$ cat src/hw/adr_pkg.sv
// Package: register map, reset values, field layout and carriers
package adr_pkg;

  localparam int NUM_RW = 34;

  localparam logic [7:0] ADDR_CHIP_REV   = 8'h00;
  localparam logic [7:0] ADDR_CHIP_ID    = 8'h01;
  localparam logic [7:0] ADDR_FAULT      = 8'h0F;
  localparam logic [7:0] ADDR_SOFT_RST   = 8'h10;
  localparam logic [7:0] ADDR_HEAD_LOW   = 8'h45;
  localparam logic [7:0] ADDR_FRAMES_LOW = 8'h67;
  localparam logic [7:0] ADDR_FRAMES_MID = 8'h68;
  localparam logic [7:0] ADDR_FRAMES_HI  = 8'h69;
  localparam logic [7:0] ADDR_BIT_RATE   = 8'h6A;
  localparam logic [7:0] ADDR_FW_REV     = 8'h71;
  localparam logic [7:0] ADDR_SIDE_FIRST = 8'h7E;
  localparam logic [7:0] ADDR_SIDE_LAST  = 8'hB5;
  localparam int         SIDE_DEPTH      = 56;

  // Readable and writable registers, their addresses, resets and masks
  localparam logic [7:0] RW_ADDR [NUM_RW] = '{
    8'h05, 8'h06, 8'h07, 8'h0C, 8'h0D, 8'h46, 8'h47, 8'h48, 8'h49,
    8'h4D, 8'h4E, 8'h50, 8'h51, 8'h52, 8'h53, 8'h54, 8'h55, 8'h56,
    8'h61, 8'h63, 8'h64, 8'h65, 8'h72, 8'hB6, 8'hB8, 8'hB9, 8'hBA,
    8'hBB, 8'hBC, 8'hBD, 8'hBE, 8'hBF, 8'hC0, 8'hC1};
  localparam logic [7:0] RW_RST [NUM_RW] = '{
    8'h21, 8'h0C, 8'h00, 8'h00, 8'h04, 8'h00, 8'hFF, 8'h00, 8'hFF,
    8'h00, 8'h00, 8'h00, 8'h00, 8'h00, 8'h00, 8'h03, 8'h21, 8'h00,
    8'h07, 8'h00, 8'h46, 8'h5B, 8'h00, 8'h00, 8'h00, 8'h00, 8'h00,
    8'h00, 8'h00, 8'h00, 8'h00, 8'h00, 8'h0F, 8'h00};
  localparam logic [7:0] RW_MASK [NUM_RW] = '{
    8'hFF, 8'hFF, 8'hFF, 8'hFF, 8'hFF, 8'hFF, 8'hFF, 8'hFF, 8'hFF,
    8'h03, 8'h01, 8'hFF, 8'hFF, 8'hFF, 8'h0F, 8'hFF, 8'hFF, 8'hFF,
    8'hFF, 8'hFF, 8'hFF, 8'hFF, 8'hFF, 8'h01, 8'h03, 8'h01, 8'h03,
    8'h01, 8'h1F, 8'hFF, 8'hFF, 8'h03, 8'h1F, 8'h1F};

  localparam int IDX_PLL_CTRL = 0;
  localparam int IDX_REQUEST_LINE_POLARITY  = 3;
  localparam int IDX_CLK_POL  = 4;
  localparam int IDX_OP_MODE  = 9;
  localparam int IDX_CRC_CTRL = 10;
  localparam int IDX_RUN_CTRL = 22;
  localparam int IDX_IRQ_FLAG = 23;

  localparam logic [7:0] REQUEST_LINE_POLARITY_SOFT_RST = 8'h01;
  localparam logic [5:0] FAULT_NONE       = 6'h00;

  localparam int BIT_FRAC_UPD  = 0;
  localparam int BIT_XTAL_ODIV = 1;
  localparam int BIT_XTAL_SDIV = 2;
  localparam int BIT_OSC_DIS   = 3;
  localparam int BIT_SYS_OVERSAMPLING_OUTPUT_CLOCK  = 4;
  localparam int BIT_OVERSAMPLING_OUTPUT_CLOCK_EN   = 5;
  localparam int BIT_XOUT_DIS  = 6;
  localparam int BIT_CREQ_EN   = 7;
  localparam int BIT_REQ_LOW   = 2;
  localparam int BIT_CLK_FALL  = 2;

  typedef struct packed {
    logic       sub_start;
    logic       wr_valid;
    logic [7:0] wr_data;
    logic       rd_req;
  } adr_host_t;

  typedef struct packed {
    logic [7:0]  header_low;
    logic [23:0] frame_count;
    logic [7:0]  mean_bit_rate;
    logic [7:0]  firmware_revision;
    logic        fault_valid;
    logic [5:0]  fault_code;
    logic        irq_event;
  } adr_stat_t;

  typedef struct packed {
    logic       valid;
    logic [5:0] addr;
    logic [7:0] data;
  } adr_side_wr_t;

  typedef struct packed {
    logic       fraction_update;
    logic       crystal_to_output_divider;
    logic       crystal_to_system_divider;
    logic       oscillator_output_disable;
    logic       system_clock_to_output;
    logic       output_clock_pad_enable;
    logic       crystal_out_pad_disable;
    logic       clock_or_request_pin_enable;
    logic       request_active_low;
    logic       sample_on_falling;
    logic [1:0] operating_mode;
    logic       crc_check_control;
    logic [7:0] run_control;
    logic       interrupt_status_flag;
  } adr_ctrl_t;

  typedef struct packed {
    logic       hit;
    logic [5:0] idx;
  } adr_hit_t;

  function automatic adr_hit_t rw_lookup(input logic [7:0] a);
    adr_hit_t r;
    r = '0;
    for (int i = 0; i < NUM_RW; i++) begin
      if (RW_ADDR[i] == a) begin
        r.hit = 1'b1;
        r.idx = 6'(i);
      end
    end
    return r;
  endfunction

  function automatic logic in_side(input logic [7:0] a);
    return (a >= ADDR_SIDE_FIRST) && (a <= ADDR_SIDE_LAST);
  endfunction

endpackage

$ cat src/hw/adr_side_mem.sv
// Side-data buffer memory with registered read data
module adr_side_mem
  import adr_pkg::*;
#(
  parameter int DEPTH = SIDE_DEPTH
) (
  input  wire logic         clk_sys_in,
  input  wire logic         sys_rst_in,
  input  wire adr_side_wr_t wr_in,
  input  wire logic [5:0]   rd_addr_in,
  output logic [7:0]        rd_data_out
);

  logic [7:0] mem_r [DEPTH];

  // No reset on the array: contents are undefined until the decoder fills it
  always_ff @(posedge clk_sys_in) begin
    if (wr_in.valid && (int'(wr_in.addr) < DEPTH)) begin
      mem_r[wr_in.addr] <= wr_in.data;
    end
  end

  always_ff @(posedge clk_sys_in or posedge sys_rst_in) begin
    if (sys_rst_in) begin
      rd_data_out <= 8'h00;
    end else if (int'(rd_addr_in) < DEPTH) begin
      rd_data_out <= mem_r[rd_addr_in];
    end else begin
      rd_data_out <= 8'h00;
    end
  end

endmodule

$ cat src/hw/adr_regs.sv
// Host register bank of the audio decoder, reached by sub-address
// Function
// Host never touches reserved addresses nor writes read-only registers.
// Host writes nothing to header, counter, rate, firmware, side-data.
// Each listed sub-address selects its own register.
// Read-only 8-bit revision at sub-address zero identifies the chip.
// Read-only identifier returns one fixed code after every reset.
// Control bit 0 set updates the PLL fraction in the switch.
// Control bit 1 routes crystal clock to output divider; hw reset clears.
// Control bit 2 routes crystal clock to system divider; hw reset clears.
// Control bit 3 disables the oscillator output; hw reset clears.
// Control bit 4 drives system clock on output clock; hw reset clears.
// Control bit 5 enables the output clock pad; hw reset sets.
// Control bit 6 disables the crystal output pad; hw reset clears.
// Control bit 7 enables shared buffered-clock or request pin.
// PLL control loads its reset value on soft and hard reset.
// PLL multiplier and divider are plain read-write, firmware managed.
// Request polarity bit 2 selects active-low request line.
// Request polarity resets to one value soft, another hard.
// Clock polarity bit 2 selects sampling on the falling edge.
// Last error kept as 6-bit code; zero none, one CRC, two data.
// Error codes also cover side data, sync, header, decoding classes.
// Any write to soft reset clears command, interrupt, idles decoder; a decoder event in the same cycle sets the interrupt flag instead.
// Address counter increments after every byte read or written.
// Host moves exactly eight bits per register access.
// Writes aimed at read-only registers are ignored.
// Error code holds until a new error or a reset.
module adr_regs
  import adr_pkg::*;
#(
  parameter logic [7:0] CHIP_REVISION = 8'h11,  // Arbitrary value
  parameter logic [7:0] CHIP_ID_CODE  = 8'h5A   // Arbitrary value
) (
  input  wire logic         clk_sys_in,
  input  wire logic         sys_rst_in,
  input  wire adr_host_t    host_in,
  output logic [7:0]        rd_data_out,
  output logic              rd_valid_out,
  input  wire adr_stat_t    stat_in,
  input  wire adr_side_wr_t side_wr_in,
  output adr_ctrl_t         ctrl_out,
  output logic [8*NUM_RW-1:0] cfg_bytes_out,
  output logic              decoder_idle_out
);

  logic [7:0] rw_r [NUM_RW];
  logic [7:0] ptr_r;
  logic       addr_phase_r;
  logic [5:0] fault_r;
  logic       rd_stage_r;
  logic       rd_mem_sel_r;
  logic [7:0] rd_hold_r;
  logic [7:0] rd_data_r;
  logic       rd_valid_r;
  logic       idle_r;
  logic [7:0] mem_q;
  logic [7:0] rd_nxt;
  logic [5:0] side_idx;
  logic       addr_now;
  logic       data_wr;
  logic       soft_hit;
  adr_hit_t   wr_hit;
  adr_hit_t   rd_hit;

  // The first byte written after a start is the sub-address, not data
  assign addr_now = addr_phase_r | host_in.sub_start;
  assign data_wr  = host_in.wr_valid & ~addr_now;
  assign wr_hit   = rw_lookup(ptr_r);
  assign rd_hit   = rw_lookup(ptr_r);
  assign soft_hit = data_wr && (ptr_r == ADDR_SOFT_RST);
  assign side_idx = 6'(ptr_r - ADDR_SIDE_FIRST);

  // Address counter and sub-address capture
  always_ff @(posedge clk_sys_in or posedge sys_rst_in) begin
    if (sys_rst_in) begin
      ptr_r        <= 8'h00;
      addr_phase_r <= 1'b0;
    end else begin
      if (host_in.wr_valid && addr_now) begin
        ptr_r        <= host_in.wr_data;
        addr_phase_r <= 1'b0;
      end else if (host_in.wr_valid || host_in.rd_req) begin
        ptr_r        <= ptr_r + 8'h01;
        addr_phase_r <= addr_now;
      end else begin
        addr_phase_r <= addr_now;
      end
    end
  end

  // Writable registers; soft reset reloads only its own subset
  always_ff @(posedge clk_sys_in or posedge sys_rst_in) begin
    if (sys_rst_in) begin
      for (int i = 0; i < NUM_RW; i++) begin
        rw_r[i] <= RW_RST[i];
      end
    end else begin
      if (soft_hit) begin
        rw_r[IDX_PLL_CTRL] <= RW_RST[IDX_PLL_CTRL];
        rw_r[IDX_REQUEST_LINE_POLARITY]  <= REQUEST_LINE_POLARITY_SOFT_RST;
        rw_r[IDX_CLK_POL]  <= RW_RST[IDX_CLK_POL];
        rw_r[IDX_RUN_CTRL] <= RW_RST[IDX_RUN_CTRL];
        rw_r[IDX_IRQ_FLAG] <= RW_RST[IDX_IRQ_FLAG];
      end else if (data_wr && wr_hit.hit) begin
        // Only mapped writable entries take data; all else is dropped
        rw_r[wr_hit.idx] <= host_in.wr_data & RW_MASK[wr_hit.idx];
      end
      // Decoder event wins over a clear in the same cycle
      if (stat_in.irq_event) begin
        rw_r[IDX_IRQ_FLAG] <= 8'h01;
      end
    end
  end

  // Last fault code; a new error beats a simultaneous soft reset
  always_ff @(posedge clk_sys_in or posedge sys_rst_in) begin
    if (sys_rst_in) begin
      fault_r <= FAULT_NONE;
    end else if (stat_in.fault_valid) begin
      fault_r <= stat_in.fault_code;
    end else if (soft_hit) begin
      fault_r <= FAULT_NONE;
    end
  end

  // Idle command to the decoder core
  always_ff @(posedge clk_sys_in or posedge sys_rst_in) begin
    if (sys_rst_in) begin
      idle_r <= 1'b0;
    end else begin
      idle_r <= soft_hit;
    end
  end

  // Read selection for everything that is not the side-data memory
  always_comb begin
    rd_nxt = 8'h00;
    unique case (ptr_r)
      ADDR_CHIP_REV:   rd_nxt = CHIP_REVISION;
      ADDR_CHIP_ID:    rd_nxt = CHIP_ID_CODE;
      ADDR_FAULT:      rd_nxt = {2'b00, fault_r};
      ADDR_HEAD_LOW:   rd_nxt = stat_in.header_low;
      ADDR_FRAMES_LOW: rd_nxt = stat_in.frame_count[7:0];
      ADDR_FRAMES_MID: rd_nxt = stat_in.frame_count[15:8];
      ADDR_FRAMES_HI:  rd_nxt = stat_in.frame_count[23:16];
      ADDR_BIT_RATE:   rd_nxt = stat_in.mean_bit_rate;
      ADDR_FW_REV:     rd_nxt = stat_in.firmware_revision;
      default: begin
        // Unmapped and write-only addresses read as zero
        if (rd_hit.hit) begin
          rd_nxt = rw_r[rd_hit.idx] & RW_MASK[rd_hit.idx];
        end
      end
    endcase
  end

  // Two-stage read so that memory and register data leave from flops
  always_ff @(posedge clk_sys_in or posedge sys_rst_in) begin
    if (sys_rst_in) begin
      rd_stage_r   <= 1'b0;
      rd_mem_sel_r <= 1'b0;
      rd_hold_r    <= 8'h00;
    end else begin
      rd_stage_r <= host_in.rd_req & ~host_in.wr_valid;
      if (host_in.rd_req) begin
        rd_mem_sel_r <= in_side(ptr_r);
        rd_hold_r    <= rd_nxt;
      end
    end
  end

  always_ff @(posedge clk_sys_in or posedge sys_rst_in) begin
    if (sys_rst_in) begin
      rd_data_r  <= 8'h00;
      rd_valid_r <= 1'b0;
    end else begin
      rd_valid_r <= rd_stage_r;
      if (rd_stage_r) begin
        rd_data_r <= rd_mem_sel_r ? mem_q : rd_hold_r;
      end
    end
  end

  adr_side_mem #(
    .DEPTH (SIDE_DEPTH)
  ) u_side_mem (
    .clk_sys_in  (clk_sys_in),
    .sys_rst_in  (sys_rst_in),
    .wr_in       (side_wr_in),
    .rd_addr_in  (side_idx),
    .rd_data_out (mem_q)
  );

  assign rd_data_out      = rd_data_r;
  assign rd_valid_out     = rd_valid_r;
  assign decoder_idle_out = idle_r;

  // Control fields drawn straight from the stored bytes
  assign ctrl_out.fraction_update             =
    rw_r[IDX_PLL_CTRL][BIT_FRAC_UPD];
  assign ctrl_out.crystal_to_output_divider   =
    rw_r[IDX_PLL_CTRL][BIT_XTAL_ODIV];
  assign ctrl_out.crystal_to_system_divider   =
    rw_r[IDX_PLL_CTRL][BIT_XTAL_SDIV];
  assign ctrl_out.oscillator_output_disable   =
    rw_r[IDX_PLL_CTRL][BIT_OSC_DIS];
  assign ctrl_out.system_clock_to_output      =
    rw_r[IDX_PLL_CTRL][BIT_SYS_OVERSAMPLING_OUTPUT_CLOCK];
  assign ctrl_out.output_clock_pad_enable     =
    rw_r[IDX_PLL_CTRL][BIT_OVERSAMPLING_OUTPUT_CLOCK_EN];
  assign ctrl_out.crystal_out_pad_disable     =
    rw_r[IDX_PLL_CTRL][BIT_XOUT_DIS];
  assign ctrl_out.clock_or_request_pin_enable =
    rw_r[IDX_PLL_CTRL][BIT_CREQ_EN];
  assign ctrl_out.request_active_low          =
    rw_r[IDX_REQUEST_LINE_POLARITY][BIT_REQ_LOW];
  assign ctrl_out.sample_on_falling           =
    rw_r[IDX_CLK_POL][BIT_CLK_FALL];
  assign ctrl_out.operating_mode        = rw_r[IDX_OP_MODE][1:0];
  assign ctrl_out.crc_check_control     = rw_r[IDX_CRC_CTRL][0];
  assign ctrl_out.run_control           = rw_r[IDX_RUN_CTRL];
  assign ctrl_out.interrupt_status_flag = rw_r[IDX_IRQ_FLAG][0];

  always_comb begin
    for (int i = 0; i < NUM_RW; i++) begin
      cfg_bytes_out[8*i +: 8] = rw_r[i];
    end
  end

  a_subaddr_load: assert property (@(posedge clk_sys_in)
    disable iff (sys_rst_in)
    (host_in.wr_valid && addr_now) |=> (ptr_r == $past(host_in.wr_data)))
    else $error("sub-address not loaded");

  a_ptr_step: assert property (@(posedge clk_sys_in)
    disable iff (sys_rst_in)
    (data_wr || (host_in.rd_req && !host_in.wr_valid))
      |=> (ptr_r == $past(ptr_r) + 8'h01))
    else $error("address counter did not step");

  a_read_latency: assert property (@(posedge clk_sys_in)
    disable iff (sys_rst_in)
    (host_in.rd_req && !host_in.wr_valid) |-> ##2 rd_valid_out)
    else $error("read answer late or missing");

  a_ident_fixed: assert property (@(posedge clk_sys_in)
    disable iff (sys_rst_in)
    (host_in.rd_req && !host_in.wr_valid && ptr_r == ADDR_CHIP_ID)
      |-> ##2 (rd_data_out == CHIP_ID_CODE))
    else $error("identifier read wrong");

  a_pll_soft_load: assert property (@(posedge clk_sys_in)
    disable iff (sys_rst_in)
    soft_hit |=> (cfg_bytes_out[8*IDX_PLL_CTRL +: 8] == 8'h21))
    else $error("pll control not reloaded");

  a_reqpol_soft: assert property (@(posedge clk_sys_in)
    disable iff (sys_rst_in)
    soft_hit |=> (cfg_bytes_out[8*IDX_REQUEST_LINE_POLARITY +: 8] == 8'h01)
      && !ctrl_out.request_active_low)
    else $error("request polarity soft value wrong");

  a_soft_idle: assert property (@(posedge clk_sys_in)
    disable iff (sys_rst_in)
    (soft_hit && !stat_in.irq_event) |=> decoder_idle_out
      && (ctrl_out.run_control == 8'h00) && !ctrl_out.interrupt_status_flag
      ##1 !decoder_idle_out)
    else $error("soft reset effects missing");

  a_fault_capture: assert property (@(posedge clk_sys_in)
    disable iff (sys_rst_in)
    stat_in.fault_valid |=> (fault_r == $past(stat_in.fault_code)))
    else $error("fault code not captured");

  a_fault_hold: assert property (@(posedge clk_sys_in)
    disable iff (sys_rst_in)
    (!stat_in.fault_valid && !soft_hit) |=> $stable(fault_r))
    else $error("fault code changed without cause");

  a_ro_ignored: assert property (@(posedge clk_sys_in)
    disable iff (sys_rst_in)
    (data_wr && !wr_hit.hit && !soft_hit && !stat_in.irq_event)
      |=> (cfg_bytes_out == $past(cfg_bytes_out)))
    else $error("write to read-only address changed state");

endmodule

$ cat config.mk
export PLATFORM = sky130hd
export DESIGN_NAME = adr_regs
export DESIGN_NICKNAME = d
export VERILOG_FILES = /design/src/hw/adr_pkg.sv /design/src/hw/adr_side_mem.sv /design/src/hw/adr_regs.sv
export SDC_FILE = /design/constraint.sdc
export NUM_CORES = 1
export LEC_CHECK = 0
export BUFFER_PORTS_ARGS = -buffer_cell sky130_fd_sc_hd__buf_4
export CELL_PAD_IN_SITES_DETAIL_PLACEMENT = 1
export CELL_PAD_IN_SITES_GLOBAL_PLACEMENT = 2
export CORE_ASPECT_RATIO = 0.75
export CORE_MARGIN = 2
export CORE_UTILIZATION = 32
export CTS_BUF_LIST = sky130_fd_sc_hd__clkbuf_4
export CTS_CLUSTER_SIZE = 10
export DETAILED_ROUTE_END_ITERATION = 8
export PLACE_DENSITY_LB_ADDON = 0.1
export SLEW_MARGIN = 20
export SYNTH_ARGS = -nofsm -noshare
export SYNTH_HDL_FRONTEND = slang
export SYNTH_HIERARCHICAL = 1
export SYNTH_SLANG_ARGS = --single-unit
export TNS_END_PERCENT = 30
$ cat constraint.sdc
create_clock -name clk_sys_in -period 18.05 [get_ports clk_sys_in]
set_input_delay 0 -clock clk_sys_in [delete_from_list [all_inputs] [get_ports clk_sys_in]]
set_output_delay 0 -clock clk_sys_in [all_outputs]
set_load 0.01 [all_outputs]
# Word level (Yosys, flattened, before mapping)
# Memory sizes are Yosys's and may differ from the RTL's.
# Index checks and enable logic that the tools add are counted.
op_classes:
  eq_ne: 43
  n_addsub: 2
  magnitude_cmp: 6
  n_reduce_logical: 13
  n_bitwise: 9
  n_div: 0
  shifts: 0
  multipliers: 0
  muxes: 58
ops:
  columns: ["operator", "n"]
  rows:
  - ["$bwmux W272", 1]
  - ["$mux W272", 1]
  - ["$mux W7", 34]
  - ["$eq A7 B8 Y1 const A", 18]
  - ["$mux W8", 12]
  - ["$eq A8 B8 Y1 const A", 11]
  - ["$pmux W8 S9", 1]
  - ["$bmux W8 S6", 1]
  - ["$demux W8 S6", 1]
  - ["$eq A8 B7 Y1 const B", 6]
  - ["$mux W16", 2]
  - ["$eq A3 B8 Y1 const A", 3]
  - ["$and A8 B8 Y8", 2]
  - ["$eq A4 B8 Y1 const A", 2]
  - ["$lt A6 B6 Y1 const B", 2]
  - ["$mux W6", 2]
  - ["$add A8 B1 Y8 const B", 1]
  - ["$eq A8 B1 Y1 const B", 1]
  - ["$eq A8 B4 Y1 const B", 1]
  - ["$eq A8 B5 Y1 const B", 1]
  - ["$ge A8 B7 Y1 const B", 1]
  - ["$le A8 B8 Y1 const B", 1]
  - ["$logic_not A8 Y1", 1]
  - ["$ge A7 B7 Y1 const B", 1]
  - ["12 further kinds", 24]
totals:
  register_bits: 315
  mem_count: 2
  input_bits: 84
  ramBits: 448
  latch_bits: 0
  elab_cells: 177
  mem_bits_ro: 512
  output_inout_bits: 304
memory_table:
  columns: ["name", "words", "word_bits", "rd", "rd_ports_with_merged_regs", "wr", "line", "rtl"]
  rows:
  - ["(name not given)", 64, 8, 1, 0, 0, "adr_regs.sv:151", "rd_nxt = rw_r[rd_hit.idx] & RW_MASK[rd_hit.idx];"]
  - ["u_side_mem.mem_r", 56, 8, 1, 0, 1, "adr_side_mem.sv:14", "logic [7:0] mem_r [DEPTH];"]

# Longest topological paths before layout
# Gate-level depths: netlist of the first run.
depth:
  ltp_word: 44
  mapped_depth: 20
  ltp_nobuf: 15

# Cells and area by module
# The synthesis of the first run kept the hierarchy.
modules_own_cells:
  columns: ["mod", "instances", "area_each_um2", "seq_area_each_um2", "cells_per_inst"]
  rows:
  - ["adr_side_mem", 1, 18002.3, 13653.1, 972]
  - ["adr_regs", 1, 15641.3, 7732.4, 1737]

# Worst setup path after synthesis of the first run
# OpenSTA, ideal clock, no wires.
synth_timing:
  kind: "register -> register"
  from: "register ptr_r[0]"
  to: "register rw_r, in the netlist cfg_bytes_out[141]"
  synth_period_minus_slack_ns: 3.940
  required_time_ns: 17.919
  path_stages_with_launch: 21
  slack_ns: 14.110
  arrival_ns: 3.809
  setup_time_ns: 0.131
  n_path_buf: 7
  cell_sequence: "dfrtp_1 inv_1 ha_1 buf_2 buf_2 mux2_1 a21oi_1 o221a_1 o21a_2 inv_2 buf_2 buf_4 buf_2 ha_1 o21ai_0 and3_1 a221oi_1 nand2b_1 buf_2 buf_2 o21ai_0"
synth_via:
  elab_chain_cells: 40
  elab_cells_between_ends: 84
  classes_between: "order compare: 2; eq/ne: 35; mux: 39; bitwise: 3; reduce/logical: 4; memory: 1"
synth_lines:
  columns: ["item", "line", "rtl"]
  rows:
  - ["from (decl)", "adr_regs.sv:47", "logic [7:0] ptr_r;"]
  - ["from (signal assigned)", "adr_regs.sv:80", "ptr_r <= host_in.wr_data;"]
  - ["from (signal assigned)", "adr_regs.sv:83", "ptr_r <= ptr_r + 8'h01;"]
  - ["$eq A3 B8 Y1", "adr_pkg.sv:108", "if (RW_ADDR[i] == a) begin"]
  - ["$mux W7 (33 in a row)", "adr_pkg.sv:108", null]
  - ["$not A6 Y7 (implied by the code)", "adr_regs.sv:106", "rw_r[wr_hit.idx] <= host_in.wr_data & RW_MASK[wr_hit.idx];"]
  - ["$mem_v2 Z64 W8 (tied with other cells)", null, null]
  - ["$mux W8 / $logic_and A1 B1 Y1 (equally long branches)", null, null]
  - ["$mux W8 (on tied branches)", null, null]
  - ["$and A8 B8 Y8 / $demux W8 S6 (equally long branches)", "adr_regs.sv:106", null]
  - ["$bwmux W272", "adr_regs.sv:106", null]
  - ["to (signal, indexed assignment)", "adr_regs.sv:102", "rw_r[IDX_RUN_CTRL] <= RW_RST[IDX_RUN_CTRL];"]
  - ["to (signal, indexed assignment)", "adr_regs.sv:103", "rw_r[IDX_IRQ_FLAG] <= RW_RST[IDX_IRQ_FLAG];"]
  - ["to (signal, indexed assignment)", "adr_regs.sv:106", null]
  - ["to (decl)", "adr_regs.sv:46", "logic [7:0] rw_r [NUM_RW];"]
# Parallel ways exist; a longest one is shown, timed or not. The select of a mux whose other input is x is not followed.
# A chain may end at the register's enable or synchronous reset.

# Worst setup path in the final report of the first run
layout_timing:
  from: "register ptr_r[1]"
  to: "register rw_r, in the netlist cfg_bytes_out[266]"
# The elaborated chain is that of the path after synthesis.

==> results.py, run 1 <==
metrics = {
    "sta": {
        "fin_worst_hold_slack_ns": 0.132,
        "slew-limit-headroom": 0.175,
        "setup-tns-final_ns": 0,
        "hold_viol_final": 0,
        "timing.fmax_mhz": 138,
        "setup_viol": 0,
        "skew_ns": 0.0575,
        "rsz0062_at_grt": "false",
        "tightest_slew_ns": 1.24,
        "slew_violations": 0,
        "period_minus_slack_ns": 7.27,
        "final.period_utilization": 0.403,
    },
    "die": {
        "start_util": 0.324,
        "die_x_um": 378,
        "placementRows": 102,
        "io_pins": 388,
        "dieArea_um2": 108000,
        "core_um2": 104000,
        "fp.dieH_um": 285,
    },
    "route": {
        "routed_wl_mm": 144,
        "drt_first_iter_violations": 2750,
        "ant_nets": 0,
        "drtPass1Iterations": 6,
        "vias": 26400,
        "viasPerCell": 5.49,
        "routedWlPerCell_um": 30.0,
        "remaining_drc_errors": 0,
    },
    "synth": {
        "synth_nets": 2802,
        "yosys_warnings": 6,
        "ys_seq_area_frac": 0.636,
        "synth_top_area_frac": 0.400,
        "avgSynthCellArea_um2": 12.4,
        "synth-main-ff-cell": "edfxtp_1",
        "synth-edff-count": 448,
        "synth_top_area_cell": "edfxtp_1",
        "synthCells": 2709,
        "netlist_area_um2": 33600,
        "async_reset_ff_frac": 0.413,
        "ys_top_cells_by_area": "edfxtp_1, dfrtp_1, mux2i_1",
        "synth-seq-cells": 763,
        "ys_types": 103,
    },
    "global_route": {
        "grt_max_degree": 139,
        "grt_overflow_total": 0,
        "grt_pass1_wl_mm": 203,
        "grt_pass1_vias": 26900,
        "track_usage": 0.265,
        "antenna_found_initial": 9,
    },
    "setup_path": {
        "crit_fanout": 41,
        "cp-end-kind": "flop",
        "critPathBufInv": 6,
        "criticalPathCategory": "reg -> reg",
        "cpPeakStageDelay_ns": 0.96,
        "start_kind": "flop",
        "reg2reg_from": "ptr_r[1]",
        "crit_slowest_cell": "nor3_2",
        "rr_worst_depth": 15,
        "reg2reg_slack_ns": 10.78,
        "timing.rr.end": "cfg_bytes_out[266]",
        "cpLargestDelayFamily": "buffers and inverters",
        "cp.arrival_ns": 8.33,
        "cp_cell_sequence": "inv_1 > buf_4 > ha_1 > inv_1 > a211oi_1 > nor2_2 > a221o_1 > nor2_4 > buf_4 > nand3_2 > nor3_2 > nand3_1 > dlygate4sd3_1 > o21ai_0 > dlygate4sd3_1",
        "cp.required_ns": 19.11,
    },
    "min_path": {
        "min_from": "side_wr_in[9]",
        "min_delay_path_depth": 5,
        "hold_path_class": "in -> reg",
        "min_to": "u_side_mem/mem_r[49][3]",
    },
    "layout": {
        "final_cell_mix": "edfxtp_1, buf_4, nand2_1",
        "fin_cells": 4807,
        "layout_commonest_cell": "edfxtp_1",
        "syn_to_final_growth_pct": 23.1,
        "fin_nets": 3352,
        "drive_gt1_frac": 0.269,
        "design_area_um2": 41400,
    },
    "placement": {
        "dpl-instance-area_um2": 37500,
        "dpl.hpwl_mm": 99.8,
        "placed_cells_incl_taps": 4338,
        "io_buffers": 387,
        "gp_congestion": 0.953,
    },
    "clocking": {
        "cts_sinks": 763,
        "post_cts_resized": 0,
        "clock_latency_ns": 1.13,
        "numCtsBuffers": 196,
        "clockRootBuffer": "clkbuf_4",
        "h-tree-depth": 4,
        "cts_tree": "yes",
        "cts_hold_buffers": 127,
        "path_clk_slew_ns": 0.08,
        "clockBufferDepth": 3,
        "post_cts_buffers": 0,
    },
    "power_and_ir_drop": {
        "irDropWorstVdd_mv": 0.0717,
        "powerDensity_nw_per_um2": 123,
        "p_leak_nw": 16.4,
    },
    "job": {
        "drv_cap": 0,
    },
    "outcome": {
        "outcome": "finished, final reports clean",
    },
}
-- layout make-up --
| class | instances | area (um2) |
|---|---|---|
| inverters | 24 | 97.6 |
| clock buffers | 299 | 2240 |
| clock inverters | 36 | 200 |
| fillers | 11100 | 62300 |
| repair buffers | 558 | 4660 |
| well taps | 1404 | 1760 |
| diodes | 7 | 17.5 |
| multi-input cells | 1716 | 11100 |
| flip-flops and latches | 763 | 21400 |
-- metal layers --
metal / GRT usage / up-vias / routed length (um)
met4: 0.0845 / 0 / 3650
met1: 0.397 / 13800 / 67700
li1: - / 11300 / -
met2: 0.373 / 1107 / 61000
met5: 0 / - / 0
met3: 0.0639 / 200 / 11700
-- through the flow --
step	power (W)	util	setup WS [ns]
4_1_cts	0.00511	0.399	10.98
3_5_place_dp	0.00354	0.362	11.68
6_report	0.00508	0.399	10.78
2_1_floorplan	0.00294	-	9.63
5_1_grt	0.00530	0.399	10.60
3_3_place_gp	0.00353	0.362	11.81
-- cells in the mapped netlist, drive strengths merged, types with 4 or more instances --
master / instances
a311oi: 15
o31ai: 5
nand3b: 7
a221oi: 32
nand3: 80
mux2i: 168
dfrtp: 275
o22ai: 19
nor2b: 30
or2: 5
a22oi: 65
edfxtp: 448
a31oi: 25
o22a: 6
mux4: 41
o211ai: 10
clkbuf: 72
nand4: 13
or4: 6
inv: 24
and2: 31
o221ai: 23
o21ai: 286
a222oi: 6
ha: 9
dfstp: 40
nor3: 20
and3: 16
nor4: 17
buf: 134
or3b: 4
nand4b: 6
nand2: 400
mux2: 15
o2111ai: 4
o221a: 4
a21oi: 74
nand2b: 11
nor2: 182
a32oi: 8
a211oi: 17
-- power breakdown --
| group | total [W] | internal (W) | switching (W) |
|---|---|---|---|
| Clock | 0.00152 | 0.000775 | 0.000747 |
| Sequential | 0.00201 | 0.00192 | 0.0000901 |
| Combinational | 0.00155 | 0.000520 | 0.00103 |
-- cell families (layout without fill, tap and decap cells) --
logic type      count (synthesis)  in the layout  share of synthesized area
compound gates                633            633                      0.123
xor+xnor                        5              5                    0.00130
fa+ha+maj                       9              9                    0.00335
other cells                     0              7                          0
mux                           224            224                     0.0825
simple gates                  845            845                      0.116
buf+inv                       230            917                     0.0383
flops                         763            763                      0.636
-- worst register-to-register path, cell delays in order, from the launching register on --
cell	delay, ns
dfrtp_1	0.46
inv_1	0.09
buf_4	0.54
ha_1	0.71
inv_1	0.27
a211oi_1	0.70
nor2_2	0.12
a221o_1	0.53
nor2_4	0.49
buf_4	0.51
nand3_2	0.45
nor3_2	0.97
nand3_1	0.14
dlygate4sd3_1	0.59
o21ai_0	0.07
dlygate4sd3_1	0.58
-- registers in the layout (all words and copies together) (netlist names) --
name	cells
u_side_mem/rd_data_out	8
rd_hold_r	8
rd_data_out	8
cfg_bytes_out	272
ptr_r	8
addr_phase_r	1
u_side_mem/mem_r	448
rd_mem_sel_r	1
rd_stage_r	1
fault_r	6
decoder_idle_out	1
rd_valid_out	1
-- worst max-delay path by stage --
stage,cells past startpoint,start,end,slack [ns]
3_3_place_gp,16,ptr_r[1],rd_hold_r[1],11.81
5_1_grt,15,ptr_r[1],cfg_bytes_out[266],10.60
2_1_floorplan,1,sys_rst_in,addr_phase_r,9.63
6_report,15,ptr_r[1],cfg_bytes_out[266],10.78
4_1_cts,15,ptr_r[1],cfg_bytes_out[266],10.98
3_5_place_dp,16,ptr_r[1],rd_hold_r[1],11.68
Note: power is estimated with default switching activity, not from simulation.
==> inputs of run 2 (changes only) <==
==> constraint.sdc (replaced) <==
create_clock -name clk_sys_in -period 7 [get_ports clk_sys_in]
set_input_delay 0 -clock clk_sys_in [delete_from_list [all_inputs] [get_ports clk_sys_in]]
set_output_delay 0 -clock clk_sys_in [all_outputs]
set_load 0.01 [all_outputs]
==> run 2 against run 1 <==
Die area stayed put. Sequential power rose to 2.6 times the previous value. Setup slack got worse by 10 ns. Sequential cell count stayed put. First-iteration DRC count shrank 13%. Critical endpoint is now rd_hold_r[1]. Highest routed layer unchanged.
==> results.py, run 2 (synthesis results as in run 1) <==
metrics = {
    "job": {
        "drv_cap": 0,
    },
    "power_and_ir_drop": {
        "p_leak_nw": 16.5,
        "netSwitchingFraction": 0.373,
        "switching_power_w": 0.00495,
        "irDropWorstVdd_mv": 0.159,
        "total_power_w": 0.0133,
        "comb_power_share": 0.308,
        "clkPwrFrac": 0.301,
        "p_int_w": 0.00832,
        "powerDensity_nw_per_um2": 318,
        "seqPwrFrac": 0.391,
    },
    "setup_path": {
        "startpoint": "ptr_r[0]",
        "start_kind": "flop",
        "cp-end-kind": "flop",
        "cp.required_ns": 8.11,
        "reg2reg_from": "ptr_r[0]",
        "cp.arrival_ns": 7.44,
        "criticalPathCategory": "reg -> reg",
        "crit_fanout": 44,
    },
    "die": {
        "placementRows": 102,
        "io_pins": 388,
        "fp.dieH_um": 285,
        "start_util": 0.324,
        "core_um2": 104000,
        "die_x_um": 378,
        "dieArea_um2": 108000,
    },
    "clocking": {
        "cts_hold_buffers": 130,
        "post_cts_resized": 0,
        "post_cts_buffers": 0,
        "h-tree-depth": 4,
        "cts_tree": "yes",
        "clock_latency_ns": 1.18,
        "path_clk_slew_ns": 0.08,
        "cts_sinks": 763,
        "clockRootBuffer": "clkbuf_4",
        "clockBufferDepth": 3,
        "numCtsBuffers": 198,
    },
    "sta": {
        "rsz0062_at_grt": "false",
        "period_minus_slack_ns": 6.33,
        "setup_viol": 0,
        "fin_worst_hold_slack_ns": 0.112,
        "slew_violations": 0,
        "slew-limit-headroom": 0.221,
        "final.period_utilization": 0.905,
        "tightest_slew_ns": 1.16,
        "setup-tns-final_ns": 0,
        "timing.fmax_mhz": 158,
        "hold_viol_final": 0,
        "skew_ns": 0.0899,
    },
    "min_path": {
        "hold_path_class": "in -> reg",
        "min_from": "stat_in[43]",
    },
    "route": {
        "routed_wl_mm": 144,
        "remaining_drc_errors": 0,
        "viasPerCell": 5.38,
        "vias": 26100,
        "ant_nets": 0,
        "routedWlPerCell_um": 29.7,
        "drtPass1Iterations": 5,
        "drt_first_iter_violations": 2398,
    },
    "global_route": {
        "grt_max_degree": 121,
        "grt_overflow_total": 0,
        "grt_pass1_wl_mm": 205,
        "grt_pass1_vias": 26800,
        "track_usage": 0.266,
        "antenna_found_initial": 10,
    },
    "layout": {
        "layout_commonest_cell": "edfxtp_1",
        "final_cell_mix": "edfxtp_1, buf_4, nand2_1",
        "fin_nets": 3369,
        "fin_cells": 4851,
        "syn_to_final_growth_pct": 23.9,
        "drive_gt1_frac": 0.270,
        "design_area_um2": 41700,
        "largest_reg_flops": 448,
        "regMostFlops": "u_side_mem/mem_r",
    },
    "placement": {
        "dpl.hpwl_mm": 101,
        "placed_cells_incl_taps": 4350,
        "dpl-instance-area_um2": 37700,
        "gp_congestion": 0.913,
        "io_buffers": 387,
    },
    "outcome": {
        "outcome": "finished, final reports clean",
    },
}
==> run 2: cell types whose count changed in the layout (fill, tap and decap cells not counted), moves of 2 or more <==
cell / change
clkinv_1: +27
buf_4: +9
inv_6: +5
buf_12: +3
clkbuf_4: -3
clkinv_4: +3
dlygate4sd3_1: +3
inv_2: -2
==> run 2: per-stage QoR <==
stage,util,setup slack (ns)
6_report,0.402,0.665
2_1_floorplan,-,2.95
4_1_cts,0.402,0.975
3_3_place_gp,0.363,1.38
5_1_grt,0.402,0.377
3_5_place_dp,0.363,1.47
==> run 2: cell type report <==
cell class                 count  area [um2]
fill                       11200       62100
sequential                   763       21400
multi-input combinational   1716       11000
timing repair buffer         573        4820
clock buffer                 296        2220
tap                         1404        1760
clock inverter                69         352
inverter                      24        93.8
antenna                        6        15.0
==> run 2: metal layers <==
layer,GRT usage,vias up,share of wire
met3,0.0601,167,0.066
met1,0.404,13700,0.49
met4,0.0637,0,0.017
met5,0,-,0
met2,0.382,908,0.43
li1,-,11400,-
==> run 2: final timing paths <==
| kind | endpoint | slack (ns) | cells past startpoint |
|---|---|---|---|
| worst max-delay path | rd_hold_r[1] | 0.67 | 13 |
| worst min-delay path | rd_hold_r[3] | 0.11 | 6 |
| worst max register to register | rd_hold_r[1] | 0.67 | 13 |
| worst min register to register | cfg_bytes_out[10] | 0.50 | 2 |
| max in group asynchronous | cfg_bytes_out[119] | 4.76 | 6 |
| min in group asynchronous | cfg_bytes_out[24] | 0.28 | 4 |
==> run 2: worst max-delay path, stage by stage (launching register included) <==
cell and delay (ns):
dfrtp_4 0.64, inv_1 0.19, ha_1 0.67, inv_1 0.22
a211oi_1 0.58, nor2_2 0.13, a221oi_4 0.55, nand2_4 0.23
buf_4 0.38, a311oi_1 0.99, nor3_1 0.15, a2111oi_2 0.70
o32a_1 0.27, dlygate4sd3_1 0.54
==> run 2: power groups by stage <==
stage          sequential [W]  combinational, W  clock (W)
3_5_place_dp          0.00528           0.00396          0
2_1_floorplan         0.00518           0.00241          0
3_3_place_gp          0.00527           0.00394          0
5_1_grt               0.00521           0.00432    0.00436
6_report              0.00519           0.00409    0.00399
4_1_cts               0.00519           0.00405    0.00411
